### config.mk
export PLATFORM = sky130hd
export DESIGN_NAME = acs_sequencer
export DESIGN_NICKNAME = d
export VERILOG_FILES = /design/src/shared/acs_pkg.sv /design/src/logic/acs_tick_timer.sv /design/src/logic/acs_sequencer.sv
export VERILOG_INCLUDE_DIRS = /design/src /design/src/shared
export SDC_FILE = /design/constraint.sdc
export NUM_CORES = 1
export LEC_CHECK = 0
export BUFFER_PORTS_ARGS = -buffer_cell sky130_fd_sc_hd__buf_2
export CAP_MARGIN = 20
export CELL_PAD_IN_SITES_DETAIL_PLACEMENT = 1
export CELL_PAD_IN_SITES_GLOBAL_PLACEMENT = 1
export CORE_AREA = 2 2 164 126
export DETAILED_ROUTE_END_ITERATION = 10
export DIE_AREA = 0 0 166 128
export GPL_ROUTABILITY_DRIVEN = 0
export GPL_TIMING_DRIVEN = 0
export MAX_ROUTING_LAYER = met4
export PLACE_DENSITY_LB_ADDON = 0.1
export SLEW_MARGIN = 10
export SYNTH_ARGS = -nofsm -noshare
export SYNTH_HDL_FRONTEND = slang
export SYNTH_SLANG_ARGS = --single-unit
export TNS_END_PERCENT = 100
### constraint.sdc
create_clock -name clk_sys -period 5.49 [get_ports clk_sys]
set_input_delay 1.3725 -clock clk_sys [delete_from_list [all_inputs] [get_ports clk_sys]]
set_output_delay 1.3725 -clock clk_sys [all_outputs]
set_load 0.03 [all_outputs]
### src/shared/acs_cfg.svh
/*
 * Offsets, field positions, reset values and timing counts of the
 * calibration and power-down sequencer.
 * Assumes it is included once per compilation unit by its bare name.
 */
`ifndef ACS_CFG_SVH
`define ACS_CFG_SVH

// ==========================================================
// Register word indices (byte address = index * 4)
`define ACS_IDX_CTRL 3'h0
`define ACS_IDX_STATUS 3'h1
`define ACS_IDX_DATA 3'h2
`define ACS_IDX_OFS0 3'h3
`define ACS_IDX_GAIN0 3'h4
`define ACS_IDX_OFS1 3'h5
`define ACS_IDX_GAIN1 3'h6

// ==========================================================
// Control word bit positions
`define ACS_B_SLEEP 0
`define ACS_B_HOLD 1
`define ACS_B_MODE_LO 2
`define ACS_B_MODE_HI 3
`define ACS_B_CLKDIV 4
`define ACS_B_FSEL0 5
`define ACS_B_FSEL1 6
`define ACS_B_BIPOLAR 7
`define ACS_B_CHAN 8
`define ACS_B_INHIBIT 9
`define ACS_B_INT_OSC 10

// ==========================================================
// Reset values
`define ACS_HOLD_RST 1'b1
`define ACS_BIPOLAR_RST 1'b1

// ==========================================================
// Timing, in output periods or master clock cycles
`define ACS_CAL_PERIODS 2'h3
`define ACS_CONV_FIRST_PERIODS 2'h3
`define ACS_CONV_SYS_PERIODS 2'h1
`define ACS_TP_MCLK 16'h07D0
`define ACS_MOD_CYCLE_SHIFT 7

// Decimation rates, selected by {clkdiv, fsel}
`define ACS_DEC_0 9'h187
`define ACS_DEC_1 9'h139
`define ACS_DEC_2 9'h04E
`define ACS_DEC_3 9'h027
`define ACS_DEC_4 9'h180
`define ACS_DEC_5 9'h140
`define ACS_DEC_6 9'h04D
`define ACS_DEC_7 9'h026

`endif

### src/shared/acs_pkg.sv
/*
 * Types of the calibration and power-down sequencer.
 * Assumes nothing beyond a SystemVerilog compiler.
 */
package acs_pkg;
	typedef enum logic [2:0] {
		ACS_IDLE = 3'b000,
		ACS_CALZ = 3'b001,
		ACS_CALF = 3'b010,
		ACS_CONV = 3'b011,
		ACS_PIPE = 3'b100
	} acs_state_e;

	typedef struct packed {
		acs_state_e st;
		logic [1:0] rem;
		logic self_cal;
		logic mode_hi;
		logic mode_lo;
		logic sleep;
		logic hold;
		logic clkdiv;
		logic [1:0] fsel;
		logic bipolar;
		logic chan;
		logic inhibit;
		logic int_osc;
		logic rr_n;
		logic [15:0] data;
		logic [1:0][15:0] ofs;
		logic [1:0][15:0] gain;
		logic busy;
		logic a_wr;
		logic [2:0] a_idx;
		logic [31:0] rdata;
		logic [2:0] msync;
		logic clk_out;
	} acs_state_s;

	typedef struct packed {
		logic [15:0] cnt;
	} acs_tmr_s;
endpackage

### src/logic/acs_tick_timer.sv
/*
 * Counts enable ticks and pulses done on the tick that reaches limit.
 * Assumes tick is a one-cycle enable on clk_sys and limit is nonzero.
 */
`timescale 1ns/100ps
module acs_tick_timer (
	input wire logic clk_sys,
	input wire logic rstn,
	input wire logic restart,
	input wire logic tick,
	input wire logic [15:0] limit,
	output logic done
);
	import acs_pkg::*;

	acs_tmr_s state_q;
	acs_tmr_s state_d;

	// Done does not look at restart, so a caller may restart on done
	assign done = tick & (state_q.cnt == limit - 16'h1);

	always_comb begin
		state_d = state_q;
		if (restart) begin
			state_d.cnt = 16'h0;
		end else if (done) begin
			state_d.cnt = 16'h0;
		end else if (tick) begin
			state_d.cnt = state_q.cnt + 16'h1;
		end
	end

	always_ff @(posedge clk_sys or negedge rstn) begin
		if (!rstn) begin
			state_q <= '0;
		end else begin
			state_q <= state_d;
		end
	end
endmodule

### src/logic/acs_sequencer.sv
/*
 * Calibration, conversion timing and power-down sequencer with an
 * AHB-Lite register slave.
 * Assumes one AHB-Lite master, word transfers only, and a master clock
 * pin that is asynchronous to clk_sys and much slower than it.
 */
// The register offsets and the AHB-Lite interface to the registers are this design's own decisions.
`timescale 1ns/100ps
`include "acs_cfg.svh"

module acs_sequencer (
	input wire logic clk_sys,
	input wire logic rstn,
	input wire logic hsel,
	input wire logic [31:0] haddr,
	input wire logic [1:0] htrans,
	input wire logic hwrite,
	input wire logic [2:0] hsize,
	input wire logic [31:0] hwdata,
	input wire logic hready,
	output logic hreadyout,
	output logic hresp,
	output logic [31:0] hrdata,
	input wire logic master_clock_input,
	input wire logic [15:0] sample_data,
	output logic result_ready_n,
	output logic clock_output_pin,
	output logic osc_enable,
	output logic modulator_run,
	output logic short_inputs_en,
	output logic ref_apply_en
);
	import acs_pkg::*;

	acs_state_s state_q;
	acs_state_s state_d;
	logic mtick;
	logic [8:0] dec;
	logic [15:0] per_limit;
	logic per_done;
	logic pipe_done;
	logic restart;
	logic clk_out_en;

	// ==========================================================
	// Master clock edges and output period
	// Only the second and third sync stages feed the edge detector.
	assign mtick = state_q.msync[1] & ~state_q.msync[2];

	always_comb begin
		unique case ({state_q.clkdiv, state_q.fsel})
			3'h0: dec = `ACS_DEC_0;
			3'h1: dec = `ACS_DEC_1;
			3'h2: dec = `ACS_DEC_2;
			3'h3: dec = `ACS_DEC_3;
			3'h4: dec = `ACS_DEC_4;
			3'h5: dec = `ACS_DEC_5;
			3'h6: dec = `ACS_DEC_6;
			3'h7: dec = `ACS_DEC_7;
		endcase
	end

	// One modulator cycle per decimation step; fits 16 bits for all rates
	assign per_limit = {dec, {`ACS_MOD_CYCLE_SHIFT{1'b0}}};

	acs_tick_timer u_period (
		.clk_sys(clk_sys),
		.rstn(rstn),
		.restart(restart),
		.tick(mtick & (state_q.st != ACS_IDLE)),
		.limit(per_limit),
		.done(per_done)
	);

	acs_tick_timer u_pipe (
		.clk_sys(clk_sys),
		.rstn(rstn),
		.restart(restart),
		.tick(mtick & (state_q.st == ACS_PIPE)),
		.limit(`ACS_TP_MCLK),
		.done(pipe_done)
	);

	// ==========================================================
	// Outputs
	assign hreadyout = ~state_q.busy;
	assign hresp = 1'b0;
	assign hrdata = state_q.rdata;
	assign result_ready_n = state_q.rr_n;
	assign clock_output_pin = state_q.clk_out;
	assign modulator_run = ~state_q.hold & ~state_q.sleep;
	assign osc_enable = ~(state_q.sleep & state_q.int_osc);
	// External source keeps the output alive in power-down
	assign clk_out_en = ~state_q.inhibit & osc_enable;
	assign short_inputs_en = state_q.self_cal & (state_q.st == ACS_CALZ);
	assign ref_apply_en = state_q.self_cal & (state_q.st == ACS_CALF);

	// ==========================================================
	// Next state
	always_comb begin
		logic wr_ctrl;
		logic rd_data;
		logic hold_fall;
		logic sleep_fall;
		logic cal_go;
		logic [15:0] zs;
		wr_ctrl = 1'b0;
		rd_data = 1'b0;
		hold_fall = 1'b0;
		sleep_fall = 1'b0;
		cal_go = 1'b0;
		zs = 16'h0;
		state_d = state_q;
		restart = 1'b0;
		state_d.msync = {state_q.msync[1:0], master_clock_input};
		state_d.clk_out = state_q.msync[1] & clk_out_en;

		// Bus data phase: one wait cycle, then read data from a flop
		if (state_q.busy) begin
			state_d.busy = 1'b0;
			state_d.rdata = 32'h0;
			if (state_q.a_wr) begin
				unique case (state_q.a_idx)
					`ACS_IDX_CTRL: begin
						wr_ctrl = 1'b1;
						state_d.sleep = hwdata[`ACS_B_SLEEP];
						state_d.hold = hwdata[`ACS_B_HOLD];
						state_d.mode_lo = hwdata[`ACS_B_MODE_LO];
						state_d.mode_hi = hwdata[`ACS_B_MODE_HI];
						state_d.clkdiv = hwdata[`ACS_B_CLKDIV];
						state_d.fsel = hwdata[`ACS_B_FSEL1:`ACS_B_FSEL0];
						state_d.bipolar = hwdata[`ACS_B_BIPOLAR];
						state_d.chan = hwdata[`ACS_B_CHAN];
						state_d.inhibit = hwdata[`ACS_B_INHIBIT];
						state_d.int_osc = hwdata[`ACS_B_INT_OSC];
					end
					`ACS_IDX_OFS0: state_d.ofs[0] = hwdata[15:0];
					`ACS_IDX_GAIN0: state_d.gain[0] = hwdata[15:0];
					`ACS_IDX_OFS1: state_d.ofs[1] = hwdata[15:0];
					`ACS_IDX_GAIN1: state_d.gain[1] = hwdata[15:0];
					default: ;
				endcase
			end else begin
				unique case (state_q.a_idx)
					`ACS_IDX_CTRL: state_d.rdata = {21'h0,
						state_q.int_osc, state_q.inhibit,
						state_q.chan, state_q.bipolar,
						state_q.fsel, state_q.clkdiv,
						state_q.mode_hi, state_q.mode_lo,
						state_q.hold, state_q.sleep};
					`ACS_IDX_STATUS: state_d.rdata = {26'h0,
						state_q.st, state_q.sleep,
						state_q.mode_hi | state_q.mode_lo,
						state_q.rr_n};
					`ACS_IDX_DATA: begin
						rd_data = 1'b1;
						state_d.rdata = {16'h0, state_q.data};
					end
					`ACS_IDX_OFS0: state_d.rdata = {16'h0, state_q.ofs[0]};
					`ACS_IDX_GAIN0: state_d.rdata = {16'h0, state_q.gain[0]};
					`ACS_IDX_OFS1: state_d.rdata = {16'h0, state_q.ofs[1]};
					`ACS_IDX_GAIN1: state_d.rdata = {16'h0, state_q.gain[1]};
					default: state_d.rdata = 32'h0;
				endcase
			end
		end
		if (hsel & htrans[1] & hready) begin
			state_d.busy = 1'b1;
			state_d.a_wr = hwrite;
			// Anything above the last register reads zero
			state_d.a_idx = (haddr[31:5] == 27'h0) ? haddr[4:2] : 3'h7;
		end

		// A completed data read frees the flag, also in power-down
		if (rd_data) begin
			state_d.rr_n = 1'b1;
		end

		hold_fall = state_q.hold & ~state_d.hold;
		sleep_fall = state_q.sleep & ~state_d.sleep;
		cal_go = (state_d.mode_hi | state_d.mode_lo) & ~state_d.hold &
			~state_d.sleep & (wr_ctrl | hold_fall | sleep_fall);
		// Offset code is kept relative to the zero point of the transfer
		zs = state_d.bipolar ? (sample_data ^ 16'h8000) : sample_data;

		if (state_d.hold | state_d.sleep) begin
			// Registers and the flag are left as they are
			state_d.st = ACS_IDLE;
		end else if (cal_go) begin
			// Raised at once, well inside one modulator cycle
			state_d.rr_n = 1'b1;
			restart = 1'b1;
			state_d.rem = `ACS_CAL_PERIODS;
			state_d.self_cal = ~state_d.mode_hi & state_d.mode_lo;
			state_d.st = (state_d.mode_hi & state_d.mode_lo) ?
				ACS_CALF : ACS_CALZ;
		end else if (hold_fall | sleep_fall) begin
			restart = 1'b1;
			state_d.rem = `ACS_CONV_FIRST_PERIODS;
			state_d.st = sleep_fall ? ACS_PIPE : ACS_CONV;
		end else begin
			unique case (state_q.st)
				ACS_IDLE: ;
				ACS_CALZ: if (per_done) begin
					if (state_q.rem == 2'h1) begin
						state_d.ofs[state_q.chan] = zs;
						if (state_q.self_cal) begin
							state_d.rem = `ACS_CAL_PERIODS;
							state_d.st = ACS_CALF;
						end else begin
							state_d.mode_hi = 1'b0;
							state_d.mode_lo = 1'b0;
							state_d.rem = `ACS_CONV_SYS_PERIODS;
							state_d.st = ACS_CONV;
						end
					end else begin
						state_d.rem = state_q.rem - 2'h1;
					end
				end
				ACS_CALF: if (per_done) begin
					if (state_q.rem == 2'h1) begin
						// Span from the zero point to positive full scale
						state_d.gain[state_q.chan] =
							zs - state_q.ofs[state_q.chan];
						state_d.mode_hi = 1'b0;
						state_d.mode_lo = 1'b0;
						state_d.rem = state_q.self_cal ?
							`ACS_CONV_FIRST_PERIODS :
							`ACS_CONV_SYS_PERIODS;
						state_d.st = ACS_CONV;
					end else begin
						state_d.rem = state_q.rem - 2'h1;
					end
				end
				ACS_CONV: if (per_done) begin
					if (state_q.rem == 2'h1) begin
						// New result wins over a read in the same cycle
						state_d.data = sample_data;
						state_d.rr_n = 1'b0;
						state_d.rem = 2'h1;
					end else begin
						state_d.rem = state_q.rem - 2'h1;
					end
				end
				ACS_PIPE: if (pipe_done) begin
					restart = 1'b1;
					state_d.st = ACS_CONV;
				end
				default: state_d.st = ACS_IDLE;
			endcase
		end
	end

	always_ff @(posedge clk_sys or negedge rstn) begin
		if (!rstn) begin
			state_q <= '0;
			state_q.hold <= `ACS_HOLD_RST;
			state_q.bipolar <= `ACS_BIPOLAR_RST;
			state_q.rr_n <= 1'b1;
		end else begin
			state_q <= state_d;
		end
	end
endmodule

==> results_tabular.tex <==
\begin{tabular}{lr}
\hline
Metric & Value \\
\hline
\multicolumn{2}{l}{\textbf{Worst setup path}} \\
CP Buf/Inv Count & 2 \\
List of cells traversed by the critical path & buf\_1 -> buf\_1 -> mux2i\_1 -> ha\_1 -> o21a\_1 -> o31a\_1 -> o311ai\_0 -> a2111oi\_0 -> nor3\_1 -> mux2i\_1 \\
Worst path max stage delay & 0.97 ns \\
Critical path peak fanout & 10 \\
Critical path data arrival time & 5.21 ns \\
Slowest-stage cell, CP & o311ai\_0 \\
End of the worst register-to-register path & state\_q[70] \\
Start of the worst register-to-register path & state\_q[124] \\
Number of cells on the worst reg-to-reg path & 10 \\
Startpoint class of the critical path & flip-flop \\
Type of destination of the critical path & flip-flop \\
Category of the critical setup timing path & flip-flop to flip-flop \\
Data required time at the worst endpoint & 5.81 ns \\
Setup slack, reg-to-reg & 0.60 ns \\
Cell family contributing the most delay on the critical path & compound AO/OA/AOI/OAI gates \\
\multicolumn{2}{l}{\textbf{Worst hold path}} \\
Instance count along the most critical hold path & 0 \\
Startpoint of the worst hold path & state\_d[2] \\
Worst Hold Endpoint & state\_d[3] \\
Min-delay worst type & flip-flop to flip-flop \\
\multicolumn{2}{l}{\textbf{STA}} \\
Setup Viol. Count Final & 0 \\
Final Hold Vio Count & 0 \\
Final period utilization & 89.16\% \\
Worst slew margin relative to its limit & 21.31\% \\
Setup TNS & 0 ns \\
Fin. max-slew vios & 0 \\
Time the final worst path needs with I/O delays and setup & 4.895 ns \\
Unrepaired setup endpoints after global routing & false \\
Transition time of the tightest slew-check pin & 1.166 ns \\
Highest Clock Rate & 0.2043 GHz \\
Maximum clock skew at final layout & 0.01090 ns \\
\multicolumn{2}{l}{\textbf{Floorplan}} \\
Die width & 166 um \\
Die H & 128 um \\
Number of rows created at floorplan & 45 \\
I/O pin cnt & 131 \\
Starting density of the core & 48.14\% \\
DIE AREA & 21,250 um2 \\
Floorplan core area & 19,760 um2 \\
\multicolumn{2}{l}{\textbf{CTS}} \\
Number of buffers added to fix hold violations after cts & 0 \\
Max Root-Sink Buffers & 2 \\
Clock transition time at the flip-flop clock pins of the worst setup and hold paths & 0.07 ns \\
\# Post-CTS Setup Buffers & 0 \\
Clock Sink Count & 155 \\
Clock root cell & clkbuf\_16 \\
TritonCTS Buffers & 17 \\
Worst-skew pair later-pin latency & 0.45 ns \\
H-tree depth reported by CTS & 4 \\
Clock tree from TritonCTS & done \\
Number of cells upsized or downsized after cts & 0 \\
\multicolumn{2}{l}{\textbf{Detailed routing}} \\
DRC violations left & 0 \\
Number of antenna-violating nets in the routed design & 0 \\
DR vias & 8,016 \\
Violation count after the first detailed-route iteration & 613 \\
Mean routed wirelength per cell & 22.37 um \\
Via density per instance & 5.916 \\
Total Routed Length & 30.31 mm \\
Number of detailed-route iterations in the first pass & 5 \\
\multicolumn{2}{l}{\textbf{Flow run}} \\
Count of maximum capacitance violations & 0 \\
\multicolumn{2}{l}{\textbf{Global route}} \\
Gr usage total & 30.06\% \\
Maximum number of pins on one net before global-route repair & 98 \\
First-pass GRT wire length & 47.31 mm \\
Via count of the first global-routing pass & 8,272 \\
Antenna violations before repair & 0 \\
Grt total ovfl & 0 \\
\multicolumn{2}{l}{\textbf{Synthesis}} \\
Main flop type after synthesis & dfrtp\_1 \\
Average cell area after synthesis & 9.900 um2 \\
Yosys reg bits & 155 \\
Sequential fraction of the synthesis area & 40.81\% \\
Ys async rst share & 100.0\% \\
Number of flops mapped to enable cells by yosys & 0 \\
Number of cells produced by synthesis & 961 \\
Count of synthesis-stage warnings from yosys & 0 \\
Synthesized cell area & 9514 um2 \\
Synth cell types & 75 \\
\multicolumn{2}{l}{\textbf{Status}} \\
Outcome & finished, final reports clean \\
\multicolumn{2}{l}{\textbf{Layout}} \\
Fraction of layout cells with a size suffix above 1 & 19.33\% \\
Antenna fix cells & 0 \\
Number of nets in the finished design & 1,200 \\
Commonest non-fill, non-tap cell in the layout & dfrtp\_1 \\
Synthesis-to-layout area growth & 14.97\% \\
Final Core Density & 55.35\% \\
Commonest cells after routing, fill and taps aside & 152 x dfrtp\_1, 126 x mux2i\_1, 95 x nor2\_1 \\
\multicolumn{2}{l}{\textbf{Power}} \\
Maximum resistive drop on vdd & 193.8 uV \\
Pwr/cell area & 260.6 nW/um2 \\
Reported leakage power & 5.248 nW \\
\multicolumn{2}{l}{\textbf{Placement}} \\
Estimated wirelength of the detail-placed design & 21.45 mm \\
IO buf count & 87 \\
\hline
\end{tabular}
[layout make-up]
class                           count  area (um2)
Buffer                             85       471.7
Sequential cell                   155        3882
Fill cell                        2276        8825
Tap cell                          258       322.8
Clock inverter                     15       142.6
Clock buffer                       17       425.4
Timing Repair Buffer               88       473.0
Multi-Input combinational cell    722        5164
Inverter                           15       56.30
[state kept, by name (all words and copies together) (netlist names)]
| register | flops |
|---|---|
| result_ready_n | 1 |
| clock_output_pin | 1 |
| state_d | 2 |
| u_pipe.state_q | 16 |
| hrdata | 16 |
| u_period.state_q | 16 |
| state_q | 103 |
[routing by layer]
layer / vias up / track usage (%) / part of all wire (%)
met2: 279 / 46.47 / 45
met1: 4072 / 40.92 / 47
li1: 3626 / - / -
met5: - / - / 0
met3: 39 / 5.187 / 5.9
met4: 0 / 9.003 / 2.0
[cell families (layout without fill, tap and decap cells)]
kind of cell,count (synthesis),in the layout,synth area share (%)
flip-flops,155,155,40.81
AO/OA/AOI/OAI,182,182,12.40
other,1,17,0.03942
adder cells (fa/ha/maj),25,25,3.367
buffers and inverters,100,220,5.550
XOR/XNOR,45,45,4.143
AND/OR/NAND/NOR,291,291,15.35
multiplexers,162,162,18.35
[how the worst max path moves through the flow]
stage,from,to,depth (start not counted)
after global routing,state_q[124],state_q[70],10
after global placement,rstn,u_period.state_q[3],1
after CTS,state_q[124],state_q[70],10
after detailed placement,state_q[124],state_q[70],10
final,state_q[124],state_q[70],10
after floorplan,hwdata[1],u_period.state_q[15],8
[worst reg2reg max path: cells and delay by family, from the launching register on]
kind,cells,cell delay (ns)
flops,1,0.40
mux,2,0.42
fa+ha+maj,1,0.31
simple gates,1,0.37
buf+inv,2,1.61
compound gates,4,1.65
[power by group]
group          internal, W  switching [W]
clock network     0.000630       0.000540
logic             0.000180       0.000257
registers          0.00120      0.0000449
total              0.00201       0.000842
[stage by stage]
step	hold slack, ns	instances	power, W	worst slack, ns	area (um2)
2_1_floorplan	0.3312	977	0.001536	2.078	9574
3_3_place_gp	0.3540	1322	0.001671	0.5735	10330
3_5_place_dp	0.3622	1323	0.001687	0.7879	10370
4_1_cts	0.3926	1355	0.002856	0.7728	10940
5_1_grt	0.3990	1355	0.002952	0.4637	10940
6_report	0.3790	1355	0.002850	0.5953	10940
[cell usage after synthesis (6+ instances only)]
master | count | area share (%)
a21oi_1 | 60 | 3.2
a22oi_1 | 12 | 0.95
nand3_1 | 19 | 1.0
nor3_1 | 10 | 0.53
nand2_1 | 72 | 2.8
mux2_2 | 20 | 2.4
o21ai_0 | 39 | 2.1
or2_2 | 6 | 0.39
clkbuf_1 | 34 | 1.3
mux4_2 | 7 | 1.7
o21a_1 | 7 | 0.55
inv_1 | 14 | 0.55
and2_1 | 7 | 0.46
o2bb2ai_1 | 16 | 1.5
nor2_1 | 95 | 3.7
ha_1 | 24 | 3.2
xnor2_1 | 20 | 1.8
dfrtp_1 | 152 | 40
buf_2 | 7 | 0.37
nor4_1 | 13 | 0.85
nand2b_1 | 15 | 0.99
mux2_1 | 9 | 1.1
mux2i_1 | 126 | 13
nor2b_1 | 15 | 0.99
and3_1 | 8 | 0.53
xor2_1 | 25 | 2.3
buf_4 | 34 | 2.7
buf_1 | 7 | 0.28
o22a_1 | 6 | 0.55
No activity file was read; power rests on OpenSTA's default activity.
